$ cat config.mk
export PLATFORM = sky130hd
export DESIGN_NAME = ugi_top
export DESIGN_NICKNAME = d
export VERILOG_FILES = /design/src/hw/ugi_pkg.sv /design/src/hw/ugi_top.sv /design/src/hw/ugi_suspend_det.sv /design/src/hw/ugi_sync.sv
export SDC_FILE = /design/constraint.sdc
export NUM_CORES = 1
export LEC_CHECK = 0
export BUFFER_PORTS_ARGS = -buffer_cell sky130_fd_sc_hd__buf_2
export CAP_MARGIN = 25
export CORE_MARGIN = 10
export CORE_UTILIZATION = 26
export DETAILED_ROUTE_END_ITERATION = 16
export HOLD_SLACK_MARGIN = 0.06
export SYNTH_ARGS = -nofsm -noshare
export SYNTH_HDL_FRONTEND = slang
export SYNTH_SLANG_ARGS = --single-unit
$ cat constraint.sdc
create_clock -name pclk -period 2.55 [get_ports pclk]
set_input_delay 0.51 -clock pclk [delete_from_list [all_inputs] [get_ports pclk]]
set_output_delay 0.51 -clock pclk [all_outputs]
set_load 0.005 [all_outputs]
$ cat src/hw/ugi_pkg.sv
// Purpose: shared constants and carriers for the usb global interrupt and endpoint select block
// Assumes: apb with 32-bit data, 8-bit registers in the low byte of each word
// Notes: printed offsets are not multiples of four, so they are register indices
package ugi_pkg;

   localparam int          ADDR_W           = 12;
   localparam int          NUM_EP           = 4;
   localparam int          EP_IDX_W         = 2;

   // register indices; byte address is index * 4
   localparam logic [9:0]  IDX_EVENT_FLAGS  = 10'h0bd;
   localparam logic [9:0]  IDX_EVENT_ENA    = 10'h0be;
   localparam logic [9:0]  IDX_EP_SELECT    = 10'h0c7;
   localparam logic [9:0]  IDX_EP_CONTROL   = 10'h0d4;
   localparam logic [9:0]  IDX_CORE_IRQ     = 10'h0e8;

   // bit positions
   localparam int          BIT_SUSPEND      = 0;
   localparam int          BIT_FRAME        = 3;
   localparam int          BIT_END_RESET    = 4;
   localparam int          BIT_WAKE_CPU     = 5;
   localparam int          BIT_EP_ON        = 7;
   localparam int          BIT_TOGGLE       = 3;
   localparam int          BIT_CORE_IRQ_EN  = 0;

   localparam logic [7:0]  FLAG_MASK        = 8'h39;
   localparam logic [7:0]  EP_SEL_MASK      = 8'h03;
   localparam logic [7:0]  EP_CTRL_WR_MASK  = 8'h87;
   localparam logic [7:0]  FLAGS_RESET      = 8'h00;
   localparam logic [7:0]  ENA_RESET        = 8'h10;
   localparam logic [7:0]  EP_SEL_RESET     = 8'h00;
   localparam logic [7:0]  EP_CTRL_RESET    = 8'h00;

   // suspend timing: three frame periods of idle j state
   localparam int          CLK_HZ           = 20_000_000;
   localparam int          SUSPEND_IDLE_MS  = 3;
   localparam int          SUSPEND_CYCLES   = CLK_HZ / 1000 * SUSPEND_IDLE_MS;

   // bus-side event pulses from the serial engine
   typedef struct packed {
      logic frame_ok;
      logic reset_end;
      logic non_idle;
      logic upstream_resume;
      logic data1_rx;
      logic data0_rx;
   } ugi_evt_s;

endpackage : ugi_pkg

$ cat src/hw/ugi_top.sv
// Purpose: usb global event flags, enables, combined interrupt and endpoint index select
// Assumes: event pulses come from logic on pclk; bus idle level comes from a pin
// Notes: registers reached over apb, one aligned word each, byte address = index * 4
//
// The APB interface to the registers was decided locally.
`timescale 1ns/1ps

// Behaviour
// unused bits of the flag, enable and endpoint index registers read as zero and ignore writes.
// while suspended, non-idle bus signalling sets the wake flag in bit 5, an own upstream resume does not.
// firmware clears the wake flag only after it has re-enabled all usb clocks.
// end of bus reset sets the end-of-reset flag in bit 4, which stays until software clears it.
// each error-free start-of-frame packet sets the frame flag in bit 3, which stays until cleared.
// three frame periods of idle j state set the suspend flag in bit 0, which stays until cleared.
// the usb interrupt is requested while any flag is set together with its enable in the same position.
// after reset only the end-of-reset enable is set.
// after reset the flag register and the endpoint index register are zero.
// the 2-bit endpoint index selects which endpoint's per-endpoint registers are reached.
// bit 7 of the indexed endpoint control register enables the selected endpoint.
// after every hardware and bus reset firmware enables endpoint 0.
// the combined interrupt reaches the core only while the core usb interrupt enable is set.
// the read-only toggle bit 3 of the indexed control register is set on data1 and cleared on data0.
// writing zero clears a flag, writing one leaves it, and a set in the same cycle wins.
module ugi_top
   import ugi_pkg::*;
#(
   parameter int SUSPEND_IDLE_CYCLES = SUSPEND_CYCLES
) (
   input  wire logic                  pclk,
   input  wire logic                  presetn,
   input  wire logic                  psel,
   input  wire logic                  penable,
   input  wire logic                  pwrite,
   input  wire logic [ADDR_W-1:0]     paddr,
   input  wire logic [31:0]           pwdata,
   input  wire logic [3:0]            pstrb,
   output logic      [31:0]           prdata,
   output logic                       pready,
   output logic                       pslverr,
   input  wire logic                  bus_idle_j,
   input  wire ugi_pkg::ugi_evt_s     evt,
   input  wire logic [EP_IDX_W-1:0]   rx_ep,
   output logic                       usb_irq,
   output logic                       usb_irq_to_core,
   output logic [NUM_EP-1:0]          endpoint_on,
   output logic [EP_IDX_W-1:0]        endpoint_index
);
   import ugi_pkg::*;

   logic [7:0]        flags_r;
   logic [7:0]        enables_r;
   logic [7:0]        ep_sel_r;
   logic [7:0]        ep_ctrl_r [NUM_EP];
   logic              core_irq_en_r;
   logic              idle_j_s;
   logic              suspend_pulse;
   logic              suspended;
   logic              wr_acc;
   logic              rd_acc;
   logic [9:0]        widx;
   logic              addr_ok;
   logic [7:0]        wbyte;
   logic [7:0]        set_vec;
   logic [7:0]        rd_byte;
   logic [7:0]        flags_nxt;
   logic [EP_IDX_W-1:0] sel;

   // pin level crosses into pclk before anything looks at it
   ugi_sync #(
      .W (1)
   ) u_sync (
      .pclk    (pclk),
      .presetn (presetn),
      .d       (bus_idle_j),
      .q       (idle_j_s)
   );

   ugi_suspend_det #(
      .IDLE_CYCLES (SUSPEND_IDLE_CYCLES)
   ) u_susp (
      .pclk          (pclk),
      .presetn       (presetn),
      .idle_j        (idle_j_s),
      .suspend_pulse (suspend_pulse),
      .suspended     (suspended)
   );

   // apb decode; word-aligned, unmapped or misaligned gives pslverr
   assign widx    = paddr[ADDR_W-1:2];
   assign addr_ok = (paddr[1:0] == 2'b00) &&
                    (widx == IDX_EVENT_FLAGS || widx == IDX_EVENT_ENA ||
                     widx == IDX_EP_SELECT || widx == IDX_EP_CONTROL || widx == IDX_CORE_IRQ);
   assign wr_acc  = psel && penable && pready && pwrite && addr_ok && pstrb[0];
   assign rd_acc  = psel && penable && pready && !pwrite;
   assign wbyte   = pwdata[7:0];
   assign sel     = ep_sel_r[EP_IDX_W-1:0];

   // hardware set sources for the flag register
   always_comb begin
      set_vec               = 8'h00;
      set_vec[BIT_SUSPEND]  = suspend_pulse;
      set_vec[BIT_FRAME]    = evt.frame_ok;
      set_vec[BIT_END_RESET]= evt.reset_end;
      set_vec[BIT_WAKE_CPU] = suspended && evt.non_idle && !evt.upstream_resume;
   end

   // write zero clears, write one keeps, set beats clear
   always_comb begin
      flags_nxt = flags_r;
      if (wr_acc && widx == IDX_EVENT_FLAGS) begin
         flags_nxt = flags_r & wbyte;
      end
      flags_nxt = (flags_nxt | set_vec) & FLAG_MASK;
   end

   always_ff @(posedge pclk or negedge presetn) begin
      if (!presetn) begin
         flags_r <= FLAGS_RESET;
      end else begin
         flags_r <= flags_nxt;
      end
   end

   always_ff @(posedge pclk or negedge presetn) begin
      if (!presetn) begin
         enables_r     <= ENA_RESET;
         ep_sel_r      <= EP_SEL_RESET;
         core_irq_en_r <= 1'b0;
      end else if (wr_acc) begin
         if (widx == IDX_EVENT_ENA) begin
            enables_r <= wbyte & FLAG_MASK;
         end
         if (widx == IDX_EP_SELECT) begin
            ep_sel_r <= wbyte & EP_SEL_MASK;
         end
         if (widx == IDX_CORE_IRQ) begin
            core_irq_en_r <= wbyte[BIT_CORE_IRQ_EN];
         end
      end
   end

   // per-endpoint control; toggle bit follows received data pid
   generate
      for (genvar e = 0; e < NUM_EP; e++) begin : g_ep
         always_ff @(posedge pclk or negedge presetn) begin
            if (!presetn) begin
               ep_ctrl_r[e] <= EP_CTRL_RESET;
            end else begin
               if (wr_acc && widx == IDX_EP_CONTROL && sel == EP_IDX_W'(e)) begin
                  ep_ctrl_r[e] <= (wbyte & EP_CTRL_WR_MASK) |
                                  (ep_ctrl_r[e] & ~EP_CTRL_WR_MASK);
               end
               if (rx_ep == EP_IDX_W'(e) && evt.data1_rx) begin
                  ep_ctrl_r[e][BIT_TOGGLE] <= 1'b1;
               end else if (rx_ep == EP_IDX_W'(e) && evt.data0_rx) begin
                  ep_ctrl_r[e][BIT_TOGGLE] <= 1'b0;
               end
            end
         end
         always_ff @(posedge pclk or negedge presetn) begin
            if (!presetn) begin
               endpoint_on[e] <= 1'b0;
            end else begin
               endpoint_on[e] <= ep_ctrl_r[e][BIT_EP_ON];
            end
         end
      end
   endgenerate

   always_comb begin
      rd_byte = 8'h00;
      unique case (widx)
         IDX_EVENT_FLAGS: rd_byte = flags_r;
         IDX_EVENT_ENA:   rd_byte = enables_r;
         IDX_EP_SELECT:   rd_byte = ep_sel_r;
         IDX_EP_CONTROL:  rd_byte = ep_ctrl_r[sel];
         IDX_CORE_IRQ:    rd_byte = {7'h00, core_irq_en_r};
         default:         rd_byte = 8'h00;
      endcase
   end

   // no wait state: setup, then access answered in its first cycle
   always_ff @(posedge pclk or negedge presetn) begin
      if (!presetn) begin
         pready  <= 1'b0;
         prdata  <= 32'h0;
         pslverr <= 1'b0;
      end else begin
         pready  <= psel && !penable;
         pslverr <= psel && !penable && !addr_ok;
         if (psel && !penable && !pwrite) begin
            // a refused read must not leak the register its word index happens to hit
            prdata <= addr_ok ? {24'h0, rd_byte} : 32'h0;
         end else if (rd_acc) begin
            prdata <= 32'h0;
         end
      end
   end

   always_ff @(posedge pclk or negedge presetn) begin
      if (!presetn) begin
         usb_irq         <= 1'b0;
         usb_irq_to_core <= 1'b0;
         endpoint_index  <= '0;
      end else begin
         usb_irq         <= |(flags_r & enables_r);
         usb_irq_to_core <= core_irq_en_r && |(flags_r & enables_r);
         endpoint_index  <= sel;
      end
   end
endmodule : ugi_top

$ cat src/hw/ugi_suspend_det.sv
// Purpose: detects bus suspend after a long idle j state
// Assumes: idle_j is already synchronised to pclk
// Notes: fires once per idle stretch; non-idle restarts the count
`timescale 1ns/1ps
module ugi_suspend_det #(
   parameter int IDLE_CYCLES = 60000
) (
   input  wire logic pclk,
   input  wire logic presetn,
   input  wire logic idle_j,
   output logic      suspend_pulse,
   output logic      suspended
);
   logic [31:0] cnt_r;

   always_ff @(posedge pclk or negedge presetn) begin
      if (!presetn) begin
         cnt_r         <= 32'h0;
         suspend_pulse <= 1'b0;
         suspended     <= 1'b0;
      end else begin
         suspend_pulse <= 1'b0;
         if (!idle_j) begin
            cnt_r     <= 32'h0;
            suspended <= 1'b0;
         end else if (!suspended) begin
            if (cnt_r == 32'(IDLE_CYCLES - 1)) begin
               suspend_pulse <= 1'b1;
               suspended     <= 1'b1;
            end else begin
               cnt_r <= cnt_r + 32'h1;
            end
         end
      end
   end
endmodule : ugi_suspend_det

$ cat src/hw/ugi_sync.sv
// Purpose: two-flop synchroniser for a group of pin levels
// Assumes: inputs are slow levels from outside the pclk domain
// Notes: first stage is read by the second stage only
`timescale 1ns/1ps
module ugi_sync #(
   parameter int W = 1
) (
   input  wire logic         pclk,
   input  wire logic         presetn,
   input  wire logic [W-1:0] d,
   output logic      [W-1:0] q
);
   logic [W-1:0] meta_r;

   always_ff @(posedge pclk or negedge presetn) begin
      if (!presetn) begin
         meta_r <= '0;
         q      <= '0;
      end else begin
         meta_r <= d;
         q      <= meta_r;
      end
   end
endmodule : ugi_sync

# --- After elaboration in Yosys (flattened, before gate mapping) ---
# Cells that the tools add are included.
totals:
  input_bits: 62
  out_inout_bits: 42
  register_bits: 121
op_classes:
  bitwise: 8
  eq_ne: 14
  mux: 28
  reduce_logical: 48
  order_cmp: 1
  add_sub_neg: 1
ops:
  columns: ["operator", "n"]
  rows:
  - ["$mux 32", 5]
  - ["$eq 10x8->1 const B", 5]
  - ["$pmux 8 s5", 1]
  - ["$add 32x1->32 const B", 1]
  - ["$eq 32x16->1 const B", 1]
  - ["$or 8x7->8", 4]
  - ["$logic_and 1x1->1", 27]
  - ["$mux 8", 3]
  - ["$bmux 8 s2", 1]
  - ["$mux 4", 4]
  - ["$mux 1", 13]
  - ["$and 6x6->6", 2]
  - ["$reduce_bool 3->1", 4]
  - ["$eq 2x2->1 const B", 4]
  - ["$reduce_and 2->1", 4]
  - ["$reduce_or 8->1", 1]
  - ["$logic_not 2->1", 3]
  - ["$mux 6", 1]
  - ["$or 6x6->6", 1]
  - ["$eq 2x1->1 const B", 2]
  - ["$logic_not 1->1", 4]
  - ["$logic_or 1x1->1", 4]
  - ["$ne 2x2->1 const B", 2]
  - ["$ge 3x3->1 const B", 1]
  - ["2 further kinds", 2]

# --- Longest topological paths before layout ---
logic_depth:
  word_depth: 13
  mapped_depth: 7
  mapped_depth_nobuf: 6

# --- Modules after synthesis ---
# Synthesis repeated with hierarchy kept, for this count alone.
unflattened:
  cells_unflattened: 421
  hier_area_um2: 4506.8
by_module_without_submodules:
  columns: ["mod", "cells_per_inst", "area_per_inst_um2", "n_inst", "seq_area_each_um2"]
  rows:
  - ["ugi_top", 213, 2541.2, 1, 1227.4]
  - ["ugi_suspend_det", 206, 1915.6, 1, 850.8]
  - ["ugi_sync", 2, 50.0, 1, 50.0]

# --- Worst setup path before layout ---
# No wires, ideal clock.
synth_path:
  path_kind: "input to register"
  startpoint: "in paddr[7]"
  endpoint: "reg ep_ctrl_r[16] (netlist bit)"
  t_required_ns: 2.425
  path_stages: 4
  arrival_time_ns: 1.828
  path_slack_ns: 0.597
  path_buffers: 0
  setup_time_ns: 0.125
  path_cell_list: "and4bb_2 nand3_1 nor4_1 mux2_2"
synth_via:
  elab_chain_cells: 10
  elab_cells_between_ends: 14
  cone_classes: "5 x eq/ne; 9 x reduce/logical"
synth_rtl:
  columns: ["item", "line", "rtl"]
  rows:
  - ["start: declaration", "ugi_top.sv:34", "input wire logic [ADDR_W-1:0] paddr,"]
  - ["$eq 10x8->1", "ugi_top.sv:91", "(widx == IDX_EVENT_FLAGS || widx == IDX_EVENT_ENA ||"]
  - ["$logic_or 1x1->1 (2 in a row)", "ugi_top.sv:91", null]
  - ["$logic_or 1x1->1 (2 in a row)", "ugi_top.sv:92", "widx == IDX_EP_SELECT || widx == IDX_EP_CONTROL || widx == IDX_CORE_IRQ);"]
  - ["$logic_and 1x1->1", "ugi_top.sv:90", "assign addr_ok = (paddr[1:0] == 2'b00) &&"]
  - ["$logic_and 1x1->1 (2 in a row)", "ugi_top.sv:93", "assign wr_acc = psel && penable && pready && pwrite && addr_ok && pstrb[0];"]
  - ["$logic_and 1x1->1 * (2 in a row)", "ugi_top.sv:149", "if (wr_acc && widx == IDX_EP_CONTROL && sel == EP_IDX_W'(e)) begin"]
  - ["end signal: indexed assignment", "ugi_top.sv:150", "ep_ctrl_r[e] <= (wbyte & EP_CTRL_WR_MASK) |"]
  - ["end: declaration", "ugi_top.sv:53", "logic [7:0] ep_ctrl_r [NUM_EP];"]
# Mark *: on every way between the ends. The rest lies on a longest branch, timed or not.
# A chain may end at the register's enable or synchronous reset.

# --- Worst setup path in the final report ---
layout_path:
  startpoint: "reg u_susp.cnt_r[0]"
  endpoint: "reg u_susp.cnt_r[30]"
layout_via:
  elab_chain_cells: 4
  elab_cells_between_ends: 7
  cone_classes: "1 x add/sub; 2 x eq/ne; 3 x mux; 1 x reduce/logical"
layout_rtl:
  columns: ["item", "line", "rtl"]
  rows:
  - ["start: declaration", "ugi_suspend_det.sv:14", "logic [31:0] cnt_r;"]
  - ["start signal: assignment", "ugi_suspend_det.sv:31", "cnt_r <= cnt_r + 32'h1;"]
  - ["$add 32x1->32", "ugi_suspend_det.sv:31", null]
  - ["$mux 32", "ugi_suspend_det.sv:27", "if (cnt_r == 32'(IDLE_CYCLES - 1)) begin"]
  - ["$mux 32", "ugi_suspend_det.sv:26", "end else if (!suspended) begin"]
  - ["$mux 32", "ugi_suspend_det.sv:23", "if (!idle_j) begin"]
# Several ways; a longest one is shown, not always the timed one. The select of a mux whose other input is x is not followed.

==> out/metrics.cfg <==
[worst_setup_path]
path_max_fanout=8
crit_family=simple AND/OR/NAND/NOR gates
path_class=flip-flop to flip-flop
end_kind=flip-flop
worst-path-buf-inv=0
crit_arrival_ps=2290
slowest_delay_ps=440
crit_slowest_cell=or3_4
cp_cell_sequence=ha_1 -> and4_4 -> nand4_4 -> or3_4 -> or3_1 -> a21oi_1
cp.required_ps=2810
start_kind=flip-flop

[route]
vias_per_cell=4.698
met2WireLength_um=4844
wire_per_inst_um=14.65
wl_met1_um=4393
wirelength_um=10010
dr.pass1.iters=4
vias=3209
drc=0
wl_met3_um=654
top_layer_used=met4
ant_nets=0
drt_iter0_drc=194

[cts]
clk_path_buf_depth=2
cts_resized=0
clk-insertion-delay-late_ps=340
cts_sinks=85
cts.clk_slew.worst_paths_ps=60
numCtsBuffers=9
htree_levels=3
cts_tree=done
hold_buffers=0
post_cts_buffers=0
cts_root_buffer=clkbuf_16

[synth]
syn_area_um2=4287
seq_area_frac_synth=0.4965
synth_common_cells=dfrtp_1 (84), o21ai_0 (29), nand2_1 (28), nor2_1 (28), buf_4 (26)
synth_edf_count=0
postSynthAreaPerCell_um2=10.66
ys.warnings.count=0
synthFlopType=dfrtp_1
synthTopCellsByArea=dfrtp_1 (49%), mux2_2 (6.0%), buf_4 (4.6%)
async_reset_ff_frac=1.000
yosysMostFrequentCell=dfrtp_1
synth_top_area_share=0.4904
synth_largest_area_cell=dfrtp_1
synthDistinctLibCells=58
synth_cells=402
ys_ff_latch=85

[global_route]
antenna_found_initial=0
grt_pass1_wl_um=16680
grtUsageTotal=0.09196
grt_max_degree=50
grt_pass1_vias=3370
overflow=0

[min_path]
hold_class=input pin to async pin

[die]
dieArea_um2=22020
initial_core_util=0.2679
die_x_um=148.4
core-area_um2=16000
die_h_um=148.4
pin_count=104
rows=46

[flow_run]
cap_violations=0

[timing]
clock_skew_ps=6.880
setup_ws_ps=522.9
min_period_over_period=0.7949
slew_violations=0
max_clock_freq_mhz=493.3
setup_tns_ps=0
min_period_ps=2027
maxSlewHeadroom=0.5826
rsz0062_at_grt=no
worstMarginPinSlew_ps=622.7
final-hold-violation-count=0
finalSetupViolations=0

[layout]
area_growth_pct=17.45
nets=526
layout-drive-gt1-share=0.2612
final_util=0.3147
n_antenna_cell=0
final_area_um2=5035

[status]
outcome=finished, final reports clean

[placed_design]
pre_cts_ws_ps=332.2
port_buffers=51
gp_congestion=0.8303
placed_area_um2=4762
dp_hpwl_um=7410

[power]
leakagePower_nw=2.244
ir_drop_uv=448.2
p_per_area_nw_per_um2=542.9

worst register-to-register path, stage by stage, from the launching register on:
cell     delay (ps)
dfrtp_1         400
ha_1            210
and4_4          260
nand4_4         160
or3_4           440
or3_1           350
a21oi_1         140
kinds of logic (layout without fill, tap and decap cells):
kind of cell | after synthesis | after routing | synth area share
AO/OA/AOI/OAI | 57 | 57 | 0.08115
XOR/XNOR | 19 | 19 | 0.03882
adder cells (fa/ha/maj) | 1 | 1 | 0.002918
buffers and inverters | 43 | 85 | 0.06158
flip-flops | 85 | 85 | 0.4965
multiplexers | 29 | 29 | 0.08903
other | 1 | 24 | 0.0008748
AND/OR/NAND/NOR | 167 | 167 | 0.2291
sequential cells by signal, summed over array words and instances (netlist names), 2 cells and up:
register / cells
endpoint_index: 2
ep_ctrl_r: 20
prdata: 8
endpoint_on: 4
u_susp.cnt_r: 32
ep_sel_r: 2
enables_r: 4
flags_r: 4
metal layers:
layer | track usage | vias up
met5 | 0 | -
met4 | 0.02379 | 0
met3 | 0.03701 | 11
met2 | 0.1510 | 80
met1 | 0.1093 | 1582
li1 | - | 1536
cells in the final DEF, fill, tap and decap left out, drive strengths merged, types with 9 or more instances in the layout:
cell type / instances
buf: 62
clkbuf: 9
conb: 24
dfrtp: 84
inv: 9
mux2: 23
nand2: 28
nand2b: 11
nand3: 16
nand4: 20
nor2: 28
nor4: 17
o21ai: 29
xor2: 14
worst paths after layout:
check | from | endpoint | slack [ps] | cells after the start
max | u_susp.cnt_r[0]$_DFFE_PN0P_ | u_susp.cnt_r[30]$_DFFE_PN0P_ | 520 | 6
min | presetn | u_sync.meta_r$_DFF_PN0_ | 140 | 1
min reg2reg | u_sync.meta_r$_DFF_PN0_ | u_sync.q$_DFF_PN0_ | 360 | 0
min in group pclk | bus_idle_j | u_sync.meta_r$_DFF_PN0_ | 280 | 1
max reg2reg | u_susp.cnt_r[0]$_DFFE_PN0P_ | u_susp.cnt_r[30]$_DFFE_PN0P_ | 520 | 6
max in group asynchronous | presetn | u_susp.cnt_r[16]$_DFFE_PN0P_ | 1770 | 2
area by class of cell:
type	count	area, um^2
inverters	8	30.03
clock inverters	6	47.55
flip-flops and latches	85	2128
fillers	1681	10970
repair buffers	62	352.8
well taps	216	270.3
clock buffers	9	225.2
multi-input cells	297	1981
through the flow:
step / power (mW) / instances / hold WS [ps]
global route: 2.850 / 683 / 178.6
finish: 2.733 / 683 / 143.8
global placement: 1.537 / 668 / 337.4
CTS: 2.771 / 683 / 168.7
floorplan: 1.480 / 425 / 214.4
detailed placement: 1.546 / 668 / 341.0
power breakdown:
| group | switching (mW) | internal [mW] |
|---|---|---|
| Clock | 0.551 | 0.663 |
| Combinational | 0.0918 | 0.0512 |
| Sequential | 0.0112 | 1.37 |
| Total | 0.654 | 2.08 |
Note: power is estimated with default switching activity, not from simulation.
